File: config.mk
export PLATFORM = sky130hd
export DESIGN_NAME = ifd_decoder
export DESIGN_NICKNAME = d
export VERILOG_FILES = /design/src/verilog/ifd_pkg.sv /design/src/verilog/ifd_field_ext.sv /design/src/verilog/ifd_decoder.sv
export VERILOG_INCLUDE_DIRS = /design/src /design/src/verilog
export SDC_FILE = /design/constraint.sdc
export NUM_CORES = 1
export LEC_CHECK = 0
export ABC_CLOCK_PERIOD_IN_PS = 10360
export BUFFER_PORTS_ARGS = -buffer_cell sky130_fd_sc_hd__clkbuf_2
export CORE_UTILIZATION = 45
export DETAILED_ROUTE_END_ITERATION = 10
export PLACE_DENSITY = 0.67
export SLEW_MARGIN = 25
export SYNTH_ARGS = -nofsm -noshare
export SYNTH_HDL_FRONTEND = slang
export SYNTH_SLANG_ARGS = --single-unit
File: constraint.sdc
create_clock -name clk_sys -period 10.36 [get_ports clk_sys]
set_input_delay 0 -clock clk_sys [delete_from_list [all_inputs] [get_ports clk_sys]]
set_output_delay 0 -clock clk_sys [all_outputs]
set_load 0.005 [all_outputs]
File: src/verilog/ifd_map.svh
`ifndef IFD_MAP_SVH
`define IFD_MAP_SVH

`define IFD_OPC_HI    15
`define IFD_OPC_LO    12
`define IFD_DST_HI    11
`define IFD_DST_LO    8
`define IFD_SRC_HI    7
`define IFD_SRC_LO    4
`define IFD_SUB_HI    3
`define IFD_SUB_LO    0
`define IFD_D4_HI     3
`define IFD_D8_HI     7
`define IFD_D12_HI    11
`define IFD_SZ_HI     9
`define IFD_SZ_LO     8
`define IFD_SZ_BYTE   2'h0
`define IFD_SZ_WORD   2'h1
`define IFD_SZ_LONG   2'h2
`define IFD_REG_ZERO  4'h0
`define IFD_TRAP_SH   2
`define IFD_RST_VALID 1'h0

`endif

File: src/verilog/ifd_pkg.sv
package ifd_pkg;

  typedef enum logic [3:0] {
    IFD_F_0    = 4'h0,
    IFD_F_N    = 4'h1,
    IFD_F_M    = 4'h2,
    IFD_F_NM   = 4'h3,
    IFD_F_MD   = 4'h4,
    IFD_F_ND4  = 4'h5,
    IFD_F_NMD  = 4'h6,
    IFD_F_D    = 4'h7,
    IFD_F_D12  = 4'h8,
    IFD_F_ND8  = 4'h9,
    IFD_F_I    = 4'hA,
    IFD_F_NI   = 4'hB
  } ifd_fmt_e;

  typedef enum logic [3:0] {
    IFD_M_NONE    = 4'h0,
    IFD_M_DIR     = 4'h1,
    IFD_M_IND     = 4'h2,
    IFD_M_POSTINC = 4'h3,
    IFD_M_PREDEC  = 4'h4,
    IFD_M_DISP    = 4'h5,
    IFD_M_IDX     = 4'h6,
    IFD_M_GLBDISP = 4'h7,
    IFD_M_GLBIDX  = 4'h8,
    IFD_M_PCDISP  = 4'h9,
    IFD_M_PCREL   = 4'hA,
    IFD_M_IMM     = 4'hB,
    IFD_M_CTRL    = 4'hC,
    IFD_M_MAC     = 4'hD
  } ifd_mode_e;

  typedef enum logic [1:0] {
    IFD_I_NONE = 2'h0,
    IFD_I_ZERO = 2'h1,
    IFD_I_SIGN = 2'h2,
    IFD_I_TRAP = 2'h3
  } ifd_imm_e;

  typedef enum logic [2:0] {
    IFD_D_NONE = 3'h0,
    IFD_D_D4   = 3'h1,
    IFD_D_D8Z  = 3'h2,
    IFD_D_D8S  = 3'h3,
    IFD_D_D12  = 3'h4
  } ifd_disp_e;

  typedef struct packed {
    ifd_imm_e   immKind;
    ifd_disp_e  dispKind;
    logic [1:0] size;
    logic       pcMask;
  } ifd_extctl_s;

  typedef struct packed {
    logic [31:0] imm;
    logic [31:0] disp;
    logic [31:0] target;
  } ifd_ext_s;

  typedef struct packed {
    ifd_fmt_e    fmt;
    ifd_mode_e   srcMode;
    ifd_mode_e   dstMode;
    logic [3:0]  srcReg;
    logic [3:0]  dstReg;
    logic [1:0]  size;
    logic        idxRegZero;
    logic        macDest;
    logic        illegal;
    logic [31:0] imm;
    logic [31:0] disp;
    logic [31:0] target;
  } ifd_dec_s;

  typedef struct packed {
    logic     valid;
    ifd_dec_s dec;
  } ifd_state_s;

endpackage

File: src/verilog/ifd_field_ext.sv
`include "ifd_map.svh"

module ifd_field_ext (
  input  logic [15:0]          word,
  input  logic [31:0]          pc,
  input  ifd_pkg::ifd_extctl_s ctl,
  output ifd_pkg::ifd_ext_s    ext
);
  import ifd_pkg::*;

  // byte, word, longword scale by 1, 2, 4
  function automatic logic [31:0] scaleOff(input logic [31:0] v, input logic [1:0] sz);
    case (sz)
      `IFD_SZ_WORD: scaleOff = {v[30:0], 1'h0};
      `IFD_SZ_LONG: scaleOff = {v[29:0], 2'h0};
      default:      scaleOff = v;
    endcase
  endfunction

  logic [31:0] base;

  always_comb begin
    ext  = '0;
    base = ctl.pcMask ? {pc[31:2], 2'h0} : pc;
    case (ctl.immKind)
      IFD_I_ZERO: ext.imm = {24'h0, word[`IFD_D8_HI:0]};
      IFD_I_SIGN: ext.imm = {{24{word[`IFD_D8_HI]}}, word[`IFD_D8_HI:0]};
      IFD_I_TRAP: ext.imm = {22'h0, word[`IFD_D8_HI:0], 2'h0};
      default:    ext.imm = '0;
    endcase
    case (ctl.dispKind)
      IFD_D_D4:  ext.disp = scaleOff({28'h0, word[`IFD_D4_HI:0]}, ctl.size);
      IFD_D_D8Z: ext.disp = scaleOff({24'h0, word[`IFD_D8_HI:0]}, ctl.size);
      IFD_D_D8S: ext.disp = {{23{word[`IFD_D8_HI]}}, word[`IFD_D8_HI:0], 1'h0};
      IFD_D_D12: ext.disp = {{19{word[`IFD_D12_HI]}}, word[`IFD_D12_HI:0], 1'h0};
      default:   ext.disp = '0;
    endcase
    // target is only meaningful for pc-based modes; computed always to keep it one adder
    ext.target = 32'(base + ext.disp);
  end

endmodule

File: src/verilog/ifd_decoder.sv
`include "ifd_map.svh"

module ifd_decoder (
  input  logic              clk_sys,
  input  logic              rst,
  input  logic              inValid,
  input  logic              inStall,
  input  logic [15:0]       inWord,
  input  logic [31:0]       inPc,
  output logic              outValid,
  output ifd_pkg::ifd_dec_s outDec
);
  import ifd_pkg::*;

  ifd_state_s  st_ff;
  ifd_state_s  nxt_st;
  ifd_extctl_s ctl;
  ifd_ext_s    ext;
  ifd_dec_s    d;
  logic [3:0]  opc;
  logic [3:0]  fN;
  logic [3:0]  fM;
  logic [3:0]  sub;
  logic [1:0]  szHi;

  assign opc  = inWord[`IFD_OPC_HI:`IFD_OPC_LO];
  assign fN   = inWord[`IFD_DST_HI:`IFD_DST_LO];
  assign fM   = inWord[`IFD_SRC_HI:`IFD_SRC_LO];
  assign sub  = inWord[`IFD_SUB_HI:`IFD_SUB_LO];
  assign szHi = inWord[`IFD_SZ_HI:`IFD_SZ_LO];

  ifd_field_ext u_ext (
    .word (inWord),
    .pc   (inPc),
    .ctl  (ctl),
    .ext  (ext)
  );

  // modes depend on opcode, sub and register-field bits; register numbers pass through except where a form swaps or zeroes them
  always_comb begin
    d         = '0;
    ctl       = '0;
    d.dstReg  = fN;
    d.srcReg  = fM;
    case (opc)
      4'h0: begin
        d.fmt = IFD_F_NM;
        d.size = sub[1:0];
        case (sub)
          4'h4, 4'h5, 4'h6: begin
            d.srcMode = IFD_M_DIR;
            d.dstMode = IFD_M_IDX;
            d.idxRegZero = 1'h1;
          end
          4'hC, 4'hD, 4'hE: begin
            d.srcMode = IFD_M_IDX;
            d.dstMode = IFD_M_DIR;
            d.idxRegZero = 1'h1;
          end
          4'h7: begin
            d.srcMode = IFD_M_DIR;
            d.dstMode = IFD_M_DIR;
          end
          4'hF: begin
            d.srcMode = IFD_M_POSTINC;
            d.dstMode = IFD_M_POSTINC;
            d.macDest = 1'h1;
            d.size    = `IFD_SZ_LONG;
          end
          4'h2, 4'hA: begin
            d.fmt     = IFD_F_N;
            d.srcMode = IFD_M_CTRL;
            d.dstMode = IFD_M_DIR;
          end
          4'h3: begin
            d.fmt     = IFD_F_M;
            d.srcReg  = fN;
            d.srcMode = IFD_M_PCREL;
          end
          4'h9: begin
            d.fmt     = (fM == 4'h2) ? IFD_F_N : IFD_F_0;
            d.dstMode = (fM == 4'h2) ? IFD_M_DIR : IFD_M_NONE;
          end
          4'h8, 4'hB: d.fmt = IFD_F_0;
          default: begin
            d.fmt     = IFD_F_0;
            d.illegal = 1'h1;
          end
        endcase
      end
      4'h1, 4'h5: begin
        d.fmt        = IFD_F_NMD;
        d.size       = `IFD_SZ_LONG;
        d.srcMode    = (opc == 4'h1) ? IFD_M_DIR : IFD_M_DISP;
        d.dstMode    = (opc == 4'h1) ? IFD_M_DISP : IFD_M_DIR;
        ctl.dispKind = IFD_D_D4;
      end
      4'h2: begin
        d.fmt     = IFD_F_NM;
        d.size    = sub[1:0];
        d.srcMode = IFD_M_DIR;
        case (sub)
          4'h0, 4'h1, 4'h2: d.dstMode = IFD_M_IND;
          4'h4, 4'h5, 4'h6: d.dstMode = IFD_M_PREDEC;
          4'h3:             d.illegal = 1'h1;
          default:          d.dstMode = IFD_M_DIR;
        endcase
      end
      4'h3: begin
        d.fmt     = IFD_F_NM;
        d.srcMode = IFD_M_DIR;
        d.dstMode = IFD_M_DIR;
      end
      4'h4: begin
        case (sub)
          4'hF: begin
            d.fmt     = IFD_F_NM;
            d.srcMode = IFD_M_POSTINC;
            d.dstMode = IFD_M_POSTINC;
            d.macDest = 1'h1;
            d.size    = `IFD_SZ_WORD;
          end
          4'h6, 4'h7: begin
            d.fmt     = IFD_F_M;
            d.srcReg  = fN;
            d.srcMode = IFD_M_POSTINC;
            d.dstMode = IFD_M_CTRL;
            d.size    = `IFD_SZ_LONG;
          end
          4'h2, 4'h3: begin
            d.fmt     = IFD_F_N;
            d.srcMode = IFD_M_CTRL;
            d.dstMode = IFD_M_PREDEC;
            d.size    = `IFD_SZ_LONG;
          end
          4'hA, 4'hE, 4'hB: begin
            d.fmt     = IFD_F_M;
            d.srcReg  = fN;
            d.srcMode = IFD_M_DIR;
            d.dstMode = (sub == 4'hB) ? IFD_M_NONE : IFD_M_CTRL;
          end
          default: begin
            d.fmt     = IFD_F_N;
            d.dstMode = IFD_M_DIR;
          end
        endcase
      end
      4'h6: begin
        d.fmt     = IFD_F_NM;
        d.size    = sub[1:0];
        d.dstMode = IFD_M_DIR;
        case (sub)
          4'h0, 4'h1, 4'h2: d.srcMode = IFD_M_IND;
          4'h4, 4'h5, 4'h6: d.srcMode = IFD_M_POSTINC;
          default:          d.srcMode = IFD_M_DIR;
        endcase
      end
      4'h7, 4'hE: begin
        d.fmt       = IFD_F_NI;
        d.srcMode   = IFD_M_IMM;
        d.dstMode   = IFD_M_DIR;
        ctl.immKind = IFD_I_SIGN;
      end
      4'h8: begin
        case (fN)
          4'h0, 4'h1: begin
            d.fmt        = IFD_F_ND4;
            d.size       = szHi;
            d.srcReg     = `IFD_REG_ZERO;
            d.dstReg     = fM;
            d.srcMode    = IFD_M_DIR;
            d.dstMode    = IFD_M_DISP;
            ctl.dispKind = IFD_D_D4;
          end
          4'h4, 4'h5: begin
            d.fmt        = IFD_F_MD;
            d.size       = szHi;
            d.dstReg     = `IFD_REG_ZERO;
            d.srcMode    = IFD_M_DISP;
            d.dstMode    = IFD_M_DIR;
            ctl.dispKind = IFD_D_D4;
          end
          4'h8: begin
            d.fmt       = IFD_F_I;
            d.srcMode   = IFD_M_IMM;
            d.dstMode   = IFD_M_DIR;
            d.dstReg    = `IFD_REG_ZERO;
            ctl.immKind = IFD_I_SIGN;
          end
          4'h9, 4'hB, 4'hD, 4'hF: begin
            d.fmt        = IFD_F_D;
            d.srcMode    = IFD_M_PCREL;
            ctl.dispKind = IFD_D_D8S;
          end
          default: d.illegal = 1'h1;
        endcase
      end
      4'h9, 4'hD: begin
        d.fmt        = IFD_F_ND8;
        d.size       = (opc == 4'h9) ? `IFD_SZ_WORD : `IFD_SZ_LONG;
        d.srcMode    = IFD_M_PCDISP;
        d.dstMode    = IFD_M_DIR;
        ctl.dispKind = IFD_D_D8Z;
        ctl.pcMask   = (opc == 4'hD);
      end
      4'hA, 4'hB: begin
        d.fmt        = IFD_F_D12;
        d.srcMode    = IFD_M_PCREL;
        ctl.dispKind = IFD_D_D12;
      end
      4'hC: begin
        d.srcReg = `IFD_REG_ZERO;
        d.dstReg = `IFD_REG_ZERO;
        d.size   = szHi;
        case (fN)
          4'h0, 4'h1, 4'h2: begin
            d.fmt        = IFD_F_D;
            d.srcMode    = IFD_M_DIR;
            d.dstMode    = IFD_M_GLBDISP;
            ctl.dispKind = IFD_D_D8Z;
          end
          4'h4, 4'h5, 4'h6: begin
            d.fmt        = IFD_F_D;
            d.srcMode    = IFD_M_GLBDISP;
            d.dstMode    = IFD_M_DIR;
            ctl.dispKind = IFD_D_D8Z;
          end
          4'h3: begin
            d.fmt       = IFD_F_I;
            d.srcMode   = IFD_M_IMM;
            ctl.immKind = IFD_I_TRAP;
          end
          4'h7: begin
            d.fmt        = IFD_F_D;
            d.size       = `IFD_SZ_LONG;
            d.srcMode    = IFD_M_PCDISP;
            d.dstMode    = IFD_M_DIR;
            ctl.dispKind = IFD_D_D8Z;
            ctl.pcMask   = 1'h1;
          end
          4'h8, 4'h9, 4'hA, 4'hB: begin
            d.fmt       = IFD_F_I;
            d.size      = `IFD_SZ_LONG;
            d.srcMode   = IFD_M_IMM;
            d.dstMode   = IFD_M_DIR;
            ctl.immKind = IFD_I_ZERO;
          end
          default: begin
            d.fmt       = IFD_F_I;
            d.size      = `IFD_SZ_BYTE;
            d.srcMode   = IFD_M_IMM;
            d.dstMode   = IFD_M_GLBIDX;
            d.idxRegZero = 1'h1;
            ctl.immKind = IFD_I_ZERO;
          end
        endcase
      end
      default: d.illegal = 1'h1;
    endcase
    ctl.size = d.size;
  end

  // a stalled datapath keeps the last decode so no word is lost while it waits
  always_comb begin
    nxt_st = st_ff;
    if (!inStall) begin
      nxt_st.valid = inValid;
      if (inValid) begin
        nxt_st.dec        = d;
        nxt_st.dec.imm    = ext.imm;
        nxt_st.dec.disp   = ext.disp;
        nxt_st.dec.target = ext.target;
      end
    end
  end

  always_ff @(posedge clk_sys) begin
    if (rst) begin
      st_ff <= '{valid: `IFD_RST_VALID, dec: '0};
    end else begin
      st_ff <= nxt_st;
    end
  end
  assign outValid = st_ff.valid;
  assign outDec   = st_ff.dec;

endmodule

==> impl_metrics.csv <==
group,metric,value,unit
power,seqPwrFrac,38.2,%
synthesis,syn_inst,849,
timing,tns,0,ps
global_route,grt_max_degree,84,
setup_path,worstPathMaxFanout,21,
setup_path,worstPathArrival,4670,ps
setup_path,crit_type,"input pin to register",
synthesis,synth_compound_area_share,30.2,%
clocking,htreeDepth,3,
floorplan,die_w,120,microns
placed_design,pre_cts_slack,5630,ps
clocking,numCtsBuffers,9,
synthesis,async_flop_share,0,%
cells_and_area,finalNetCount,1025,
clocking,clockBufferDepth,2,
detailed_routing,viasPerCell,5.77,
detailed_routing,drt_iter0_markers,592,
setup_path,rr_endpoint,"outDec[62]",
power,leakage,3.24,nW
synthesis,yosys_register_bits,82,
timing,final-max-slew-violation-count,0,
worst_hold_path,worstHoldPathType,"input pin to register",
timing,min_period,4420,ps
timing,worst_slack,5940,ps
power,clkPwrFrac,37.4,%
worst_hold_path,min_path_cells,4,
floorplan,start_util,46.8,%
synthesis,ys_types,83,
global_route,antenna_found_initial,0,
setup_path,cp.required,10610,ps
clocking,post_cts_buffers,0,
power,power.density,125,mW/mm^2
cells_and_area,fill_cells,1362,
power,p_int,0.617,mW
placed_design,port_buffers,173,
detailed_routing,ant_nets,0,
timing,rsz0062_at_grt,"false",
setup_path,end_kind,"register",
worst_hold_path,min_to,"outDec[31]",
synthesis,synth_mux_area_share,0.818,%
synthesis,netlist_area,0.00627,sq mm
synthesis,yosysMostFrequentCell,"nor2_1",
synthesis,synth_simple_gate_area_share,23.1,%
run_status,status,"complete, no violations",
power,irDropWorstVdd,0.0000894,V
clocking,cts_hold_buf,1,
timing,worst_pin_slew,890,ps
synthesis,synth-edff-count,0,
setup_path,r2r_start,"outDec[62]",
synthesis,yosysTopAreaCellShare,26.2,%
setup_path,rr_worst_depth,2,
placed_design,place_congestion,0.964,
global_route,grt_pass1_vias,5854,
timing,max_freq,226,MHz
setup_path,reg2reg_slack,9290,ps
power,p_switching,0.280,mW
cells_and_area,syn2layout_area_growth,14.6,%
global_route,overflow,0,
clocking,cts_tree,"done",
floorplan,dieArea,0.0144,sq mm
timing,timing.final.crit_share,42.7,%
clocking,clock_sinks,82,
detailed_routing,wl_per_cell,17.5,microns
timing,relSlewSlack,40.7,%
cells_and_area,num_antenna_cells,0,
synthesis,syn_area_per_cell,7.39,sq um
timing,setup_viol,0,
power,swShare,31.3,%
detailed_routing,num_vias,6466,
global_route,track_usage,27.3,%
clocking,cts-root-buf,"clkbuf_16",
synthesis,synth.largest_area_cell,"dfxtp_1",
synthesis,synth_nets,935,
detailed_routing,wl,19.6,mm
worst_hold_path,worstHoldStart,"inPc[31]",
placed_design,place_hpwl,13.9,mm
floorplan,die_h,120,microns
synthesis,synth.top_cells.by_count,"nor2_1 (95), nand2_1 (94), a21oi_1 (84), dfxtp_1 (82), clkbuf_1 (44)",
clocking,clkLatencyLatePin,350,ps
synthesis,synth.area.top_cells,"dfxtp_1 (26%), a21oi_1 (6.7%), ha_1 (6.6%), nor2_1 (5.7%), nand2_1 (5.6%)",
clocking,cts-resized-gates,0,
floorplan,row_count,42,
synthesis,synth_fa_ha_area_share,6.90,%
detailed_routing,first_pass_iters,6,
synthesis,synth_top_family_by_area,"compound AO/OA/AOI/OAI gates",
cells_and_area,seq_area,0.00164,sq mm
timing,hold_viol,0,
timing,skew,0,ps
synthesis,yosysWarningCount,0,
setup_path,cp-start-kind,"input pin",
synthesis,synth_seq_area_share,26.2,%
global_route,grt_pass1_wl,31.1,mm
power,p_comb_share,24.3,%
flow_run,maxCapViolations,0,
detailed_routing,post-route-drc-count,0,
floorplan,ios,174,
synthesis,synthXorXnorAreaFrac,3.21,%
cells_and_area,drive_above_1_share,23.6,%
clocking,clkTransAtPathRegs,60,ps
cells_and_area,multi_input_area,0.00404,sq mm
synthesis,ys.flop_type,"dfxtp_1",
floorplan,fp.coreArea,0.0134,sq mm
[how the worst max path moves through the flow]
stage | startpoint | to | slack (ps)
2_1_floorplan | inWord[14] | outDec[26] | 6340
6_report | inWord[12] | outDec[26] | 5940
5_1_grt | inWord[12] | outDec[29] | 5540
3_5_place_dp | inWord[12] | outDec[26] | 5630
4_1_cts | inWord[12] | outDec[26] | 6010
3_3_place_gp | inWord[12] | outDec[9] | 5730
[placed cells by master, fill, tap and decap left out, drive strengths merged, types with 3 or more instances in the layout]
cell type,Yosys,final
o211ai,7,7
nand3,27,27
nand2b,8,8
o211a,3,3
nor2,97,97
a21oi,88,88
inv,21,22
ha,33,33
nor2b,4,4
nand4,6,6
o221ai,3,3
xor2,6,6
o21a,7,7
and3,10,10
mux2i,4,4
nor4b,5,5
nor4,5,5
o21ai,45,45
clkbuf,45,185
o2111ai,7,7
a21o,18,18
nand2,94,94
or3,3,3
a22o,5,5
o22ai,4,4
buf,53,3
a221oi,10,10
a22oi,15,15
nor3,34,34
a32oi,4,4
and2,5,5
o31ai,3,3
a31oi,14,14
a31o,3,3
o311ai,3,3
dfxtp,82,82
a211oi,17,17
xnor2,17,17
[area by class of cell]
cell class / count / share of cell area [%]
clock buffers: 12 / 3.57
clock inverters: 4 / 0.679
inverters: 21 / 1.10
multi-input cells: 648 / 56.2
flip-flops and latches: 82 / 22.8
well taps: 176 / 3.06
repair buffers: 177 / 12.5
[cells by family after synthesis]
logic type | after synthesis
mux | 5
buf+inv | 119
xor+xnor | 23
flops | 82
simple gates | 310
compound gates | 276
fa+ha+maj | 34
[worst max-delay path, cell delays in order]
cell and delay [ps]:
clkbuf_2 290, nor2_2 370, nand3_1 340, o22ai_1 230, nand3b_1 90, o21ai_0 90
a31oi_1 110, ha_1 460, inv_1 180, nor3_1 270, ha_1 240, inv_1 60
fa_1 370, and2b_4 280, o2111ai_2 140, a21boi_2 240, o211ai_4 130, a21boi_2 320
a211oi_4 140, mux2i_1 140, a31o_1 180
[flip-flops by register name, indices dropped and copies added, names as in the netlist]
| register | flops |
|---|---|
| outDec | 81 |
| outValid | 1 |
[power by group through the flow]
stage                     sequential, mW  clock (mW)  combinational, mW
after detailed placement           0.350           0              0.216
final                              0.343       0.336              0.218
after floorplan                    0.351           0              0.151
after global routing               0.345       0.357              0.242
after global placement             0.350           0              0.216
after CTS                          0.343       0.346              0.217
[layer usage]
metal | track usage (%) | share of wire (%) | up-vias
li1 | - | - | 3230
met1 | 35.9 | 44 | 2951
met2 | 44.6 | 47 | 251
met3 | 5.09 | 6.4 | 34
met4 | 9.06 | 2.2 | 0
met5 | 0 | 0 | -
[stage by stage]
stage	util [%]	instances	area [sq um]	total power [mW]	hold slack (ps)
floorplan	-	849	6270	0.501	147
global placement	51.2	1103	6860	0.566	299
detailed placement	51.2	1103	6860	0.566	303
CTS	53.6	1120	7180	0.906	40.4
global route	53.6	1120	7190	0.944	87.5
finish	53.6	1120	7190	0.897	50.1
(Power assumes the default switching activity.)
